==> config.mk <==
export PLATFORM = sky130hd
export DESIGN_NAME = sfp_flash_seq
export DESIGN_NICKNAME = d
export VERILOG_FILES = /design/src/rtl/sfp_sync.v /design/src/rtl/sfp_flash_seq.v
export VERILOG_INCLUDE_DIRS = /design/src /design/src/inc
export SDC_FILE = /design/constraint.sdc
export NUM_CORES = 2
export LEC_CHECK = 0
export ABC_AREA = 1
export ABC_CLOCK_PERIOD_IN_PS = 11700
export BUFFER_PORTS_ARGS = -buffer_cell sky130_fd_sc_hd__buf_2
export CORE_MARGIN = 10
export CORE_UTILIZATION = 48
export DETAILED_ROUTE_END_ITERATION = 10
export PLACE_DENSITY = 0.66
export SLEW_MARGIN = 20
export SYNTH_ARGS = -nofsm -noshare
export SYNTH_HDL_FRONTEND = slang
export SYNTH_SLANG_ARGS = --single-unit
==> constraint.sdc <==
create_clock -name CLK -period 11.7 [get_ports CLK]
set_input_delay 0.585 -clock CLK [delete_from_list [all_inputs] [get_ports CLK]]
set_output_delay 0.585 -clock CLK [all_outputs]
set_load 0.01 [all_outputs]
==> src/inc/sfp_consts.vh <==
/*
 * Constants for the serial flash program/erase/sleep sequencer:
 * opcodes, geometry, cycle times and their cycle counts.
 * Assumes a 10 MHz core clock; times are in nanoseconds.
 */
`ifndef SFP_CONSTS_VH
`define SFP_CONSTS_VH

`define SFP_CLK_PERIOD_NS      100
`define SFP_OP_WRITE_ENABLE    8'h06
`define SFP_OP_QUAD_PROGRAM    8'h32
`define SFP_OP_SECTOR_ERASE    8'h20
`define SFP_OP_BLOCK32_ERASE   8'h52
`define SFP_OP_BLOCK64_ERASE   8'hd8
`define SFP_OP_ARRAY_ERASE_A   8'h60
`define SFP_OP_ARRAY_ERASE_B   8'hc7
`define SFP_OP_DEEP_SLEEP      8'hb9
`define SFP_OP_WAKE_ID         8'hab
`define SFP_PAGE_BYTES         256
`define SFP_QE_BIT             9
`define SFP_ADDR_BITS          24
`define SFP_SECTOR_SHIFT       12
`define SFP_BLOCK32_SHIFT      15
`define SFP_BLOCK64_SHIFT      16
`define SFP_RESET_WEL          1'b0
`define SFP_RESET_WIP          1'b0
`define SFP_RESET_SLEEP        1'b0
`define SFP_PROGRAM_TIME_NS    500000
`define SFP_SECTOR_TIME_NS     30000000
`define SFP_BLOCK_TIME_NS      150000000
`define SFP_ARRAY_TIME_NS      1000000000
`define SFP_SLEEP_DELAY_NS     3000
`define SFP_WAKE_DELAY_NS      8000
`define SFP_PROGRAM_CYC  ((`SFP_PROGRAM_TIME_NS + `SFP_CLK_PERIOD_NS - 1) / `SFP_CLK_PERIOD_NS)
`define SFP_SECTOR_CYC   ((`SFP_SECTOR_TIME_NS + `SFP_CLK_PERIOD_NS - 1) / `SFP_CLK_PERIOD_NS)
`define SFP_BLOCK_CYC    ((`SFP_BLOCK_TIME_NS + `SFP_CLK_PERIOD_NS - 1) / `SFP_CLK_PERIOD_NS)
`define SFP_ARRAY_CYC    ((`SFP_ARRAY_TIME_NS + `SFP_CLK_PERIOD_NS - 1) / `SFP_CLK_PERIOD_NS)
`define SFP_SLEEP_CYC    ((`SFP_SLEEP_DELAY_NS + `SFP_CLK_PERIOD_NS - 1) / `SFP_CLK_PERIOD_NS)
`define SFP_WAKE_CYC     ((`SFP_WAKE_DELAY_NS + `SFP_CLK_PERIOD_NS - 1) / `SFP_CLK_PERIOD_NS)

`endif

==> src/rtl/sfp_sync.v <==
/*
 * Two-flop synchroniser for a bundle of levels from outside the core clock.
 * Assumes inputs may change at any time relative to clk.
 */
`timescale 1ns/1ps
module sfp_sync #(
	parameter W = 1
) (
	// clock and reset
	input  wire         clk,
	input  wire         reset,
	// levels
	input  wire [W-1:0] d,
	output wire [W-1:0] q
);
	reg [W-1:0] meta_ff;
	reg [W-1:0] sync_ff;

	always @(posedge clk) begin
		if (reset) begin
			meta_ff <= {W{1'b1}};
			sync_ff <= {W{1'b1}};
		end else begin
			meta_ff <= d;
			sync_ff <= meta_ff;
		end
	end

	assign q = sync_ff;
endmodule // sfp_sync

==> src/rtl/sfp_flash_seq.v <==
/*
 * Serial flash command sequencer: quad page program, sector/32K/64K block
 * erase, whole-array erase, deep sleep and wake. Decodes the serial link
 * by oversampling the host clock with the core clock, and drives a memory
 * write/erase port plus busy status.
 * Assumes CLK at least 4x the serial clock; the status register bits
 * (quad enable, protection) arrive as plain inputs from status logic.
 */
`timescale 1ns/1ps
`include "sfp_consts.vh"
module sfp_flash_seq #(
	parameter PROGRAM_CYC = `SFP_PROGRAM_CYC,
	parameter SECTOR_CYC  = `SFP_SECTOR_CYC,
	parameter BLOCK_CYC   = `SFP_BLOCK_CYC,
	parameter ARRAY_CYC   = `SFP_ARRAY_CYC,
	parameter SLEEP_CYC   = `SFP_SLEEP_CYC,
	parameter WAKE_CYC    = `SFP_WAKE_CYC
) (
	// clock and reset
	input  wire        CLK,
	input  wire        RESET,
	// serial link from host
	input  wire        CS_N,
	input  wire        SCLK,
	input  wire [3:0]  IO_IN,
	// status bits from the status register
	input  wire [15:0] STATUS_IN,
	input  wire        PROTECT_HIT,
	// memory array port
	output reg         MEM_WE,
	output reg  [23:0] MEM_ADDR,
	output reg  [7:0]  MEM_WDATA,
	output reg         MEM_ERASE,
	output reg  [1:0]  MEM_ERASE_KIND,
	output reg  [23:0] MEM_ERASE_ADDR,
	output reg  [23:0] PROTECT_ADDR,
	// status out
	output wire        WRITE_IN_PROGRESS,
	output wire        WRITE_ENABLE_LATCH,
	output wire        DEEP_SLEEP,
	output wire        WAKE_PENDING
);
	localparam ST_IDLE = 2'd0;
	localparam ST_BUSY = 2'd1;
	localparam ST_SLP  = 2'd2;
	localparam ST_WAKE = 2'd3;
	localparam [1:0] K_SECTOR = 2'd0;
	localparam [1:0] K_B32    = 2'd1;
	localparam [1:0] K_B64    = 2'd2;
	localparam [1:0] K_ARRAY  = 2'd3;
	localparam [3:0] PROT_ALL_CLEAR = 4'h0;
	localparam [3:0] PROT_ALL_SET   = 4'hf;

	wire [5:0] sync_q;
	wire       cs_n_s = sync_q[5];
	wire       sclk_s = sync_q[4];
	wire [3:0] io_s   = sync_q[3:0];

	sfp_sync #(.W(6)) u_sync (
		.clk   (CLK),
		.reset (RESET),
		.d     ({CS_N, SCLK, IO_IN}),
		.q     (sync_q)
	);

	reg        sclk_d_ff;
	reg        cs_d_ff;
	reg [7:0]  shift_ff;
	reg [2:0]  bit_ff;
	reg [9:0]  byte_ff;
	reg [7:0]  op_ff;
	reg [23:0] addr_ff;
	reg        quad_ff;
	reg        wel_ff;
	reg [1:0]  st_ff;
	reg [31:0] cnt_ff;
	reg        prog_ok_ff;
	reg [1:0]  pend_kind_ff;
	reg        pend_erase_ff;
	reg        wel_cleared_ff;
	reg [7:0]  page_buf [0:`SFP_PAGE_BYTES-1];
	reg        page_mask_ff [0:`SFP_PAGE_BYTES-1];
	reg        flush_ff;
	reg [8:0]  flush_idx_ff;

	wire       rise    = sclk_s & ~sclk_d_ff & ~cs_n_s;
	wire       cs_rise = cs_n_s & ~cs_d_ff;
	wire [3:0] step    = quad_ff ? 4'd4 : 4'd1;
	wire [2:0] bits_after = bit_ff + step[2:0];
	wire [7:0] nxt_shift  = quad_ff ? {shift_ff[3:0], io_s} : {shift_ff[6:0], io_s[0]};
	wire       byte_done  = rise & (bits_after == 3'd0);
	wire       aligned    = (bit_ff == 3'd0);
	wire       busy       = (st_ff == ST_BUSY);
	wire [3:0] bp_cmp     = {STATUS_IN[14], STATUS_IN[4:2]};
	wire       prog_go;   // decoded below, needed by the page buffer

	integer i;

	// serial deserialiser
	always @(posedge CLK) begin
		if (RESET) begin
			sclk_d_ff <= 1'b0;
			cs_d_ff   <= 1'b1;
			shift_ff  <= 8'h00;
			bit_ff    <= 3'd0;
			byte_ff   <= 10'd0;
			op_ff     <= 8'h00;
			addr_ff   <= 24'h000000;
			quad_ff   <= 1'b0;
		end else begin
			sclk_d_ff <= sclk_s;
			cs_d_ff   <= cs_n_s;
			if (cs_n_s) begin
				bit_ff  <= 3'd0;
				byte_ff <= 10'd0;
				quad_ff <= 1'b0;
			end else if (rise) begin
				shift_ff <= nxt_shift;
				bit_ff   <= bits_after;
				if (byte_done) begin
					if (byte_ff != 10'h3ff)
						byte_ff <= byte_ff + 10'd1;
					if (byte_ff == 10'd0)
						op_ff <= nxt_shift;
					else if (byte_ff <= 10'd3)
						addr_ff <= {addr_ff[15:0], nxt_shift};
					// data phase goes quad only with quad_enable set
					if (byte_ff == 10'd3 && op_ff == `SFP_OP_QUAD_PROGRAM &&
					    STATUS_IN[`SFP_QE_BIT])
						quad_ff <= 1'b1;
				end
			end
		end
	end

	// page buffer: byte n lands at (start + n) mod 256, so later bytes overwrite
	always @(posedge CLK) begin
		if (RESET) begin
			for (i = 0; i < `SFP_PAGE_BYTES; i = i + 1)
				page_mask_ff[i] <= 1'b0;
		end else if (cs_n_s && !cs_d_ff && !flush_ff) begin
			for (i = 0; i < `SFP_PAGE_BYTES; i = i + 1)
				page_mask_ff[i] <= page_mask_ff[i] & prog_go;
		end else if (flush_ff && flush_idx_ff[8]) begin
			for (i = 0; i < `SFP_PAGE_BYTES; i = i + 1)
				page_mask_ff[i] <= 1'b0;
		end else if (byte_done && byte_ff >= 10'd4 && quad_ff && st_ff == ST_IDLE) begin
			page_buf[addr_ff[7:0] + byte_ff[7:0] - 8'd4] <= nxt_shift;
			page_mask_ff[addr_ff[7:0] + byte_ff[7:0] - 8'd4] <= 1'b1;
		end
	end

	// command qualification at select rise
	wire is_prog  = (op_ff == `SFP_OP_QUAD_PROGRAM) && quad_ff;
	wire is_se    = (op_ff == `SFP_OP_SECTOR_ERASE);
	wire is_b32   = (op_ff == `SFP_OP_BLOCK32_ERASE);
	wire is_b64   = (op_ff == `SFP_OP_BLOCK64_ERASE);
	wire is_ce    = (op_ff == `SFP_OP_ARRAY_ERASE_A) || (op_ff == `SFP_OP_ARRAY_ERASE_B);
	wire one_byte = (byte_ff == 10'd1);
	wire frame_ok = cs_rise & aligned & (st_ff == ST_IDLE);
	assign prog_go = frame_ok & is_prog & (byte_ff >= 10'd5) & wel_ff & ~PROTECT_HIT;
	wire erase_go = frame_ok & (is_se | is_b32 | is_b64) & (byte_ff == 10'd4) &
	                wel_ff & ~PROTECT_HIT;
	wire ce_go    = frame_ok & is_ce & one_byte & wel_ff &
	                ((bp_cmp == PROT_ALL_CLEAR) | (bp_cmp == PROT_ALL_SET));
	wire write_enable_cmd_go  = frame_ok & (op_ff == `SFP_OP_WRITE_ENABLE) & one_byte;
	wire sleep_go = frame_ok & (op_ff == `SFP_OP_DEEP_SLEEP) & one_byte;
	wire wake_go  = cs_rise & aligned & (st_ff == ST_SLP) &
	                (op_ff == `SFP_OP_WAKE_ID) & (byte_ff != 10'd0);

	// protection lookup address follows the decoded address
	always @(posedge CLK) begin
		if (RESET)
			PROTECT_ADDR <= 24'h000000;
		else
			PROTECT_ADDR <= addr_ff;
	end

	// cycle sequencer
	always @(posedge CLK) begin
		if (RESET) begin
			st_ff          <= ST_IDLE;
			cnt_ff         <= 32'd0;
			wel_ff         <= `SFP_RESET_WEL;
			prog_ok_ff     <= 1'b0;
			pend_kind_ff   <= K_SECTOR;
			pend_erase_ff  <= 1'b0;
			wel_cleared_ff <= 1'b0;
			flush_ff       <= 1'b0;
			flush_idx_ff   <= 9'd0;
			MEM_WE         <= 1'b0;
			MEM_ADDR       <= 24'h000000;
			MEM_WDATA      <= 8'h00;
			MEM_ERASE      <= 1'b0;
			MEM_ERASE_KIND <= K_SECTOR;
			MEM_ERASE_ADDR <= 24'h000000;
		end else begin
			MEM_WE    <= 1'b0;
			MEM_ERASE <= 1'b0;
			case (st_ff)
				ST_IDLE: begin
					if (write_enable_cmd_go)
						wel_ff <= 1'b1;
					if (prog_go) begin
						st_ff        <= ST_BUSY;
						cnt_ff       <= PROGRAM_CYC;
						prog_ok_ff   <= 1'b1;
						// page held here: a frame sent while busy may reload the address
						MEM_ADDR     <= {addr_ff[23:8], 8'h00};
						flush_ff     <= 1'b1;
						flush_idx_ff <= 9'd0;
						wel_cleared_ff <= 1'b0;
					end else if (erase_go | ce_go) begin
						st_ff          <= ST_BUSY;
						pend_erase_ff  <= 1'b1;
						wel_cleared_ff <= 1'b0;
						prog_ok_ff     <= 1'b0;
						if (ce_go) begin
							pend_kind_ff <= K_ARRAY;
							cnt_ff       <= ARRAY_CYC;
						end else if (is_se) begin
							pend_kind_ff <= K_SECTOR;
							cnt_ff       <= SECTOR_CYC;
						end else if (is_b32) begin
							pend_kind_ff <= K_B32;
							cnt_ff       <= BLOCK_CYC;
						end else begin
							pend_kind_ff <= K_B64;
							cnt_ff       <= BLOCK_CYC;
						end
						MEM_ERASE_ADDR <= addr_ff;
					end else if (sleep_go) begin
						st_ff  <= ST_SLP;
						cnt_ff <= SLEEP_CYC;
					end
				end
				ST_BUSY: begin
					// latch drops on the first busy cycle, well before the end
					if (!wel_cleared_ff) begin
						wel_ff         <= 1'b0;
						wel_cleared_ff <= 1'b1;
					end
					if (pend_erase_ff) begin
						MEM_ERASE      <= 1'b1;
						MEM_ERASE_KIND <= pend_kind_ff;
						pend_erase_ff  <= 1'b0;
					end
					// only bytes actually sent are written back
					if (flush_ff) begin
						if (flush_idx_ff[8]) begin
							flush_ff <= 1'b0;
						end else begin
							if (page_mask_ff[flush_idx_ff[7:0]]) begin
								MEM_WE    <= 1'b1;
								MEM_ADDR  <= {MEM_ADDR[23:8], flush_idx_ff[7:0]};
								MEM_WDATA <= page_buf[flush_idx_ff[7:0]];
							end
							flush_idx_ff <= flush_idx_ff + 9'd1;
						end
					end
					if (cnt_ff <= 32'd1 && !flush_ff) begin
						st_ff      <= ST_IDLE;
						prog_ok_ff <= 1'b0;
					end else if (cnt_ff > 32'd1) begin
						cnt_ff <= cnt_ff - 32'd1;
					end
				end
				ST_SLP: begin
					if (cnt_ff != 32'd0)
						cnt_ff <= cnt_ff - 32'd1;
					if (wake_go) begin
						st_ff  <= ST_WAKE;
						cnt_ff <= WAKE_CYC;
					end
				end
				ST_WAKE: begin
					// commands refused until the wake delay has run out
					if (cnt_ff <= 32'd1)
						st_ff <= ST_IDLE;
					else
						cnt_ff <= cnt_ff - 32'd1;
				end
				default: st_ff <= ST_IDLE;
			endcase
		end
	end

	assign WRITE_IN_PROGRESS  = busy;
	assign WRITE_ENABLE_LATCH = wel_ff;
	assign DEEP_SLEEP         = (st_ff == ST_SLP) && (cnt_ff == 32'd0);
	assign WAKE_PENDING       = (st_ff == ST_WAKE);
endmodule // sfp_flash_seq

---- After elaboration in Yosys (flattened, before gate mapping) ----
Memory sizes are Yosys's and may differ from the RTL's. A register that Yosys moved wholly into a read port is not among the register bits.
Index checks and enable logic that the tools add are counted.
storage, ports and cells
  register bits after elaboration ......... 192
  bits in writable memories ............... 2304
  output and inout bits ................... 88
  word-level logic and storage cells ...... 1502
  memories kept ........................... 2
memories
  memory        words  width  rd ports  clocked after Yosys merged registers in  write ports  RTL line            RTL
  page_buf      256    8      1         1                                        1            sfp_flash_seq.v:81  reg [7:0] page_buf [0:`SFP_PAGE_BYTES-1];
  page_mask_ff  256    1      257       1                                        256          sfp_flash_seq.v:82  reg page_mask_ff [0:`SFP_PAGE_BYTES-1];
cells by class
  $add $sub $neg .......................... 6
  $lt $le $gt $ge ......................... 5
  equal/unequal tests ..................... 34
  muxes and demuxes ....................... 578
  bitwise logic cells ..................... 806
  reduce and logical (&&, ||, !) cells .... 45
operators with widths
  cell                                                                 count
  two-way mux 1 bit                                                    539
  OR 1 bit                                                             516
  bitwise AND 1 bit                                                    281
  two-way mux 32 bit                                                   8
  case mux 32 bit (4 select lines)                                     1
  two-way mux 8 bit                                                    7
  two-way mux 24 bit                                                   2
  case mux 24 bit (2 select lines)                                     1
  equality test 8 bit (second input constant)                          4
  greater-than comparator 32 x 1 -> 1 bit (second input constant)      1
  <= comparator 32 x 1 -> 1 bit (second input constant)                1
  logical NOT 32 bit                                                   1
  nonzero test 32 bit                                                  1
  subtractor 32 x 1 -> 32 bit (second input constant)                  1
  two-way mux 9 bit                                                    3
  two-way mux 21 bit                                                   1
  AND reduction 3 bit                                                  7
  greater-or-equal comparator 10 x 3 -> 1 bit (second input constant)  2
  two-way mux 2 bit                                                    9
  case mux 9 bit (2 select lines)                                      1
  equality test 8 x 6 -> 1 bit (second input constant)                 2
  equality test 8 x 7 -> 1 bit (second input constant)                 2
  != test 2 bit (second input constant)                                8
  AND reduction 4 bit                                                  4
  other kinds (35)                                                     71

---- Logic depth before layout (Yosys ltp) ----
  word-level depth ........................ 14
  gate-level depth with buffers ........... 19

---- Cells and area by module ----
From an unflattened synthesis, not the netlist that was laid out.
unflattened totals
  cells, all modules ...................... 9480
  area total of the unflattened synthesis .. 102326.9 um^2
modules (own cells, without submodules)
  module         times used  cells each  area an instance (um^2)
  sfp_flash_seq  1           9442        101981.6
  sfp_sync       1           38          345.3

---- Worst setup path after synthesis ----
No wires, ideal clock.
  path type ............................... flip-flop to flip-flop
  from .................................... register quad_ff
  to ...................................... memory page_buf[0][3], data pin
  library setup time ...................... 2.210 ns
  arrival ................................. 10.599 ns
  required time ........................... 9.490 ns
  path slack .............................. -1.109 ns
  cell stages (with the launch flop) ...... 3
  buffers on the path ..................... 1
  cell sequence ........................... dfxtp_1 -> clkbuf_1 -> o21ai_0
on the way
  cells in the longest elaborated chain, start to end .. 1
ends and longest elaborated chain
  element                   RTL line             RTL
  start: declaration        sfp_flash_seq.v:73   reg quad_ff;
  start signal: assignment  sfp_flash_seq.v:109  quad_ff <= 1'b0;
  start signal: assignment  sfp_flash_seq.v:116  quad_ff <= 1'b0;
  start signal: assignment  sfp_flash_seq.v:130  quad_ff <= 1'b1;
  two-way mux 8 bit         sfp_flash_seq.v:90   wire [7:0] nxt_shift = quad_ff ? {shift_ff[3:0], io_s} : {shift_ff[6:0], io_s[0]};
  named net nxt_shift[3]    sfp_flash_seq.v:90
  end: declaration          sfp_flash_seq.v:81
The timed path passes the listed nets, and every way through them passes these cells.

---- Worst setup path after layout ----
  from .................................... register quad_ff
  to ...................................... memory page_buf[176][3], enable pin
on the way
  cells in the longest elaborated chain, start to end .. 12
ends and longest elaborated chain
  element                                      RTL line             RTL
  two-way mux 3 bit                            sfp_flash_seq.v:88   wire [3:0] step = quad_ff ? 4'd4 : 4'd1;
  adder 3 bit                                  sfp_flash_seq.v:89   wire [2:0] bits_after = bit_ff + step[2:0];
  logical NOT 3 bit                            sfp_flash_seq.v:91   wire byte_done = rise & (bits_after == 3'd0);
  bitwise AND 1 bit                            sfp_flash_seq.v:91
  logical AND 1 bit                            sfp_flash_seq.v:147  end else if (byte_done && byte_ff >= 10'd4 && quad_ff && st_ff == ST_IDLE) begin
  logical AND 1 bit (*) (2 in series)          sfp_flash_seq.v:147
  two-way mux 1 bit (*)                        sfp_flash_seq.v:147
  two-way mux 1 bit (*)                        sfp_flash_seq.v:144  end else if (flush_ff && flush_idx_ff[8]) begin
  two-way mux 1 bit (*)                        sfp_flash_seq.v:141  end else if (cs_n_s && !cs_d_ff && !flush_ff) begin
  two-way mux 1 bit (*)                        sfp_flash_seq.v:138  if (RESET) begin
  two-way mux 1 bit (implied by the code) (*)  sfp_flash_seq.v:148  page_buf[addr_ff[7:0] + byte_ff[7:0] - 8'd4] <= nxt_shift;
Every way passes the cells marked *; elsewhere a longest branch is shown, timed or not.

==> results.sh <==
export IMPL_drc=0
export IMPL_synth_avg_cell_area_um2=11.02
export IMPL_post_dp_hpwl_um=153400
export IMPL_cp_cell_sequence="inv_1, ha_1, ha_1, xnor2_1, xor2_1, nand3b_1, inv_2, nand3_2, nor3_2, nand2_2, buf_4, nor2_1"
export IMPL_max_stage_delay_ps=980
export IMPL_antenna_found_initial=9
export IMPL_routed_via_density=5.860
export IMPL_wl_per_cell_um=23.47
export IMPL_die_h_um=480.1
export IMPL_rsz0062_at_grt="no"
export IMPL_routed_wl_um=282900
export IMPL_critPathMaxFanout=25
export IMPL_cap_violations=0
export IMPL_vias=70630
export IMPL_first_pass_iters=6
export IMPL_min_period_over_period_pct=47.02
export IMPL_synth_edf_count=2048
export IMPL_post_route_util_pct=53.40
export IMPL_outcome="completed"
export IMPL_post_cts_buffers=0
export IMPL_crit_type="register to register"
export IMPL_rows=168
export IMPL_cp_slowest_cell="dfxtp_1"
export IMPL_min_period_ps=5501
export IMPL_hold_violations=0
export IMPL_grt_util_all_layers_pct=23.69
export IMPL_p_sw_share_pct=20.15
export IMPL_grt_pass1_wl_um=422300
export IMPL_yosysWarnings=0
export IMPL_grt_max_degree=248
export IMPL_power_mw=17.73
export IMPL_initial_utilization_pct=48.39
export IMPL_h_tree_depth=4
export IMPL_path_common_cell="ha_1"
export IMPL_finalSetupViolCount=0
export IMPL_yosysUniqueCellTypes=57
export IMPL_portBuffers=101
export IMPL_yosysMostFrequentCell="edfxtp_1"
export IMPL_drt_iter0_drc=9540
export IMPL_clockPowerShare_pct=45.0
export IMPL_cp_start_kind="register"
export IMPL_synth_area_leaders="edfxtp_1, dfxtp_1, o21ai_0"
export IMPL_arrival_ps=6020
export IMPL_grt_pass1_vias=67290
export IMPL_critical_path_top_delay_family="simple AND/OR/NAND/NOR gates"
export IMPL_ys_top_cells_by_count="edfxtp_1, nor2_1, o21ai_0, nand2_1, nand3_1"
export IMPL_worst_clock_skew_ps=62.36
export IMPL_dieArea_um2=230500
export IMPL_worstPathRequired_ps=12220
export IMPL_nets=9083
export IMPL_clock_latency_ps=930
export IMPL_switching_power_mw=3.572
export IMPL_slew_headroom_pct=19.37
export IMPL_hold_ws_ps=130.2
export IMPL_reg2reg_from="quad_ff"
export IMPL_drive_gt1_share_pct=7.766
export IMPL_clk_path_buf_depth=3
export IMPL_syn2layout_area_growth_pct=10.37
export IMPL_num_io_pins=113
export IMPL_p_leak_nw=37.01
export IMPL_synth_area_um2=101600
export IMPL_hp_class="input port to register"
export IMPL_yosysTopAreaCell="edfxtp_1"
export IMPL_core_area_um2=210000
export IMPL_crit_path_start="quad_ff"
export IMPL_min_from="STATUS_IN[9]"
export IMPL_max_clock_freq_ghz=0.1818
export IMPL_power_density_nw_per_um2=158.1
export IMPL_cts_sinks=2512
export IMPL_setup_ws_ps=6199
export IMPL_place_ws_ps=6398
export IMPL_internal_power_mw=14.16
export IMPL_die_w_um=480.1
export IMPL_power_share_sequential_pct=54.2
export IMPL_yosysTopAreaCellShare_pct=60.53
export IMPL_overflow=0
export IMPL_synth_seq_cells=2512
export IMPL_cts_root_buf="clkbuf_16"
export IMPL_synthCells=9222
export IMPL_gp_congestion=0.8445
export IMPL_power_frac_comb_pct=0.8
export IMPL_cts_made_buffers=239
export IMPL_worstMarginPinSlew_ps=1209
export IMPL_crit_buf_inv=3
export IMPL_ys_async_sr_fraction_pct=0
export IMPL_finalMaxSlewViolations=0
export IMPL_mappedNetlistNets=9271
export IMPL_ir_drop_v=0.0001593
export IMPL_endpoint_kind="register"
export IMPL_ant_nets=0
export IMPL_path_clk_slew_ps=60
export IMPL_ys_seq_area_share_pct=69.67
export IMPL_cts_tree="built"
export IMPL_synth_main_ff_cell="edfxtp_1"
==> power by group through the flow <==
| stage | Sequential (mW) | Combinational (mW) | Clock (mW) |
|---|---|---|---|
| 6_report | 9.62 | 0.142 | 7.97 |
| 5_1_grt | 9.61 | 0.152 | 8.41 |
| 3_3_place_gp | 9.81 | 0.133 | 0 |
| 3_5_place_dp | 9.81 | 0.139 | 0 |
| 2_1_floorplan | 9.87 | 0.0674 | 0 |
| 4_1_cts | 9.62 | 0.140 | 8.04 |
==> per-stage QoR <==
step           cells  setup TNS [ps]  area [um^2]
2_1_floorplan   9222        -1764150       101600
3_3_place_gp   11590               0       103900
3_5_place_dp   11590               0       103900
4_1_cts        12050               0       112100
5_1_grt        12050               0       112100
6_report       12050               0       112100
==> worst min-delay path, cell delays in order <==
cell and delay [ps]:
buf_2 110, nand2_1 60, nor3_1 50, nand2_1 60, a21oi_1 80
==> area by class of cell <==
cell class / count / area (um^2)
inverter: 182 / 716.9
antenna: 3 / 7.507
tap: 2805 / 3510
timing repair buffer: 228 / 1597
clock inverter: 122 / 1559
clock buffer: 330 / 6618
fill: 17650 / 97850
sequential: 2512 / 70810
multi-input combinational: 5871 / 27320
==> repair_timing <==
action                    in CTS  in global routing
hold endpoints to repair       6                  0
resized for setup              0                  0
hold buffers                   6                  0
==> cells in the final DEF (no fill, tap or decap), types with 20 or more instances in the layout <==
master	count
nor3_1	20
nor2_1	1808
edfxtp_1	2048
nand2_2	39
dfxtp_1	457
clkbuf_16	243
ha_1	23
buf_4	113
a21oi_1	207
nand3_1	606
buf_2	100
o211ai_1	221
o21ai_1	32
nand2_1	1165
clkbuf_1	66
a21oi_2	23
xor2_1	30
o21ai_0	1398
inv_1	154
bufinv_16	25
clkinv_1	40
clkbuf_8	21
clkinv_2	38
o22ai_1	162
==> logic make-up after synthesis <==
group / count (synthesis) / synth area share, %
flops: 2512 / 69.67
fa+ha+maj: 24 / 0.3029
buf+inv: 839 / 3.588
simple gates: 3714 / 14.83
mux: 1 / 0.009852
compound gates: 2094 / 11.28
xor+xnor: 38 / 0.3276
==> path summary, 6_finish.rpt <==
check | end | slack (ps) | cells past startpoint
max | page_buf[176][3] | 6200 | 12
min reg2reg | u_sync.q[0] | 410 | 1
min | quad_ff | 130 | 5
max reg2reg | page_buf[176][3] | 6200 | 12
==> routing by layer <==
metal | share of wire (%) | vias up | GRT usage [%]
met5 | 0 | - | 0
met4 | 3.5 | 0 | 8.416
met3 | 9.1 | 496 | 3.919
met2 | 47 | 3303 | 37.88
met1 | 40 | 34670 | 32.80
li1 | - | 32160 | -
==> flip-flops by register name (all words and copies together) (netlist names), 2 cells and up, named ones only <==
signal,count
MEM_ERASE_KIND,2
op_ff,8
addr_ff,24
bit_ff,3
shift_ff,7
pend_kind_ff,2
MEM_ERASE_ADDR,24
page_buf,2048
st_ff,2
page_mask_ff,256
MEM_ADDR,24
byte_ff,10
flush_idx_ff,9
u_sync.q,6
PROTECT_ADDR,24
cnt_ff,32
MEM_WDATA,8
u_sync.meta_ff,6
No activity file was read; power rests on OpenSTA's default activity.
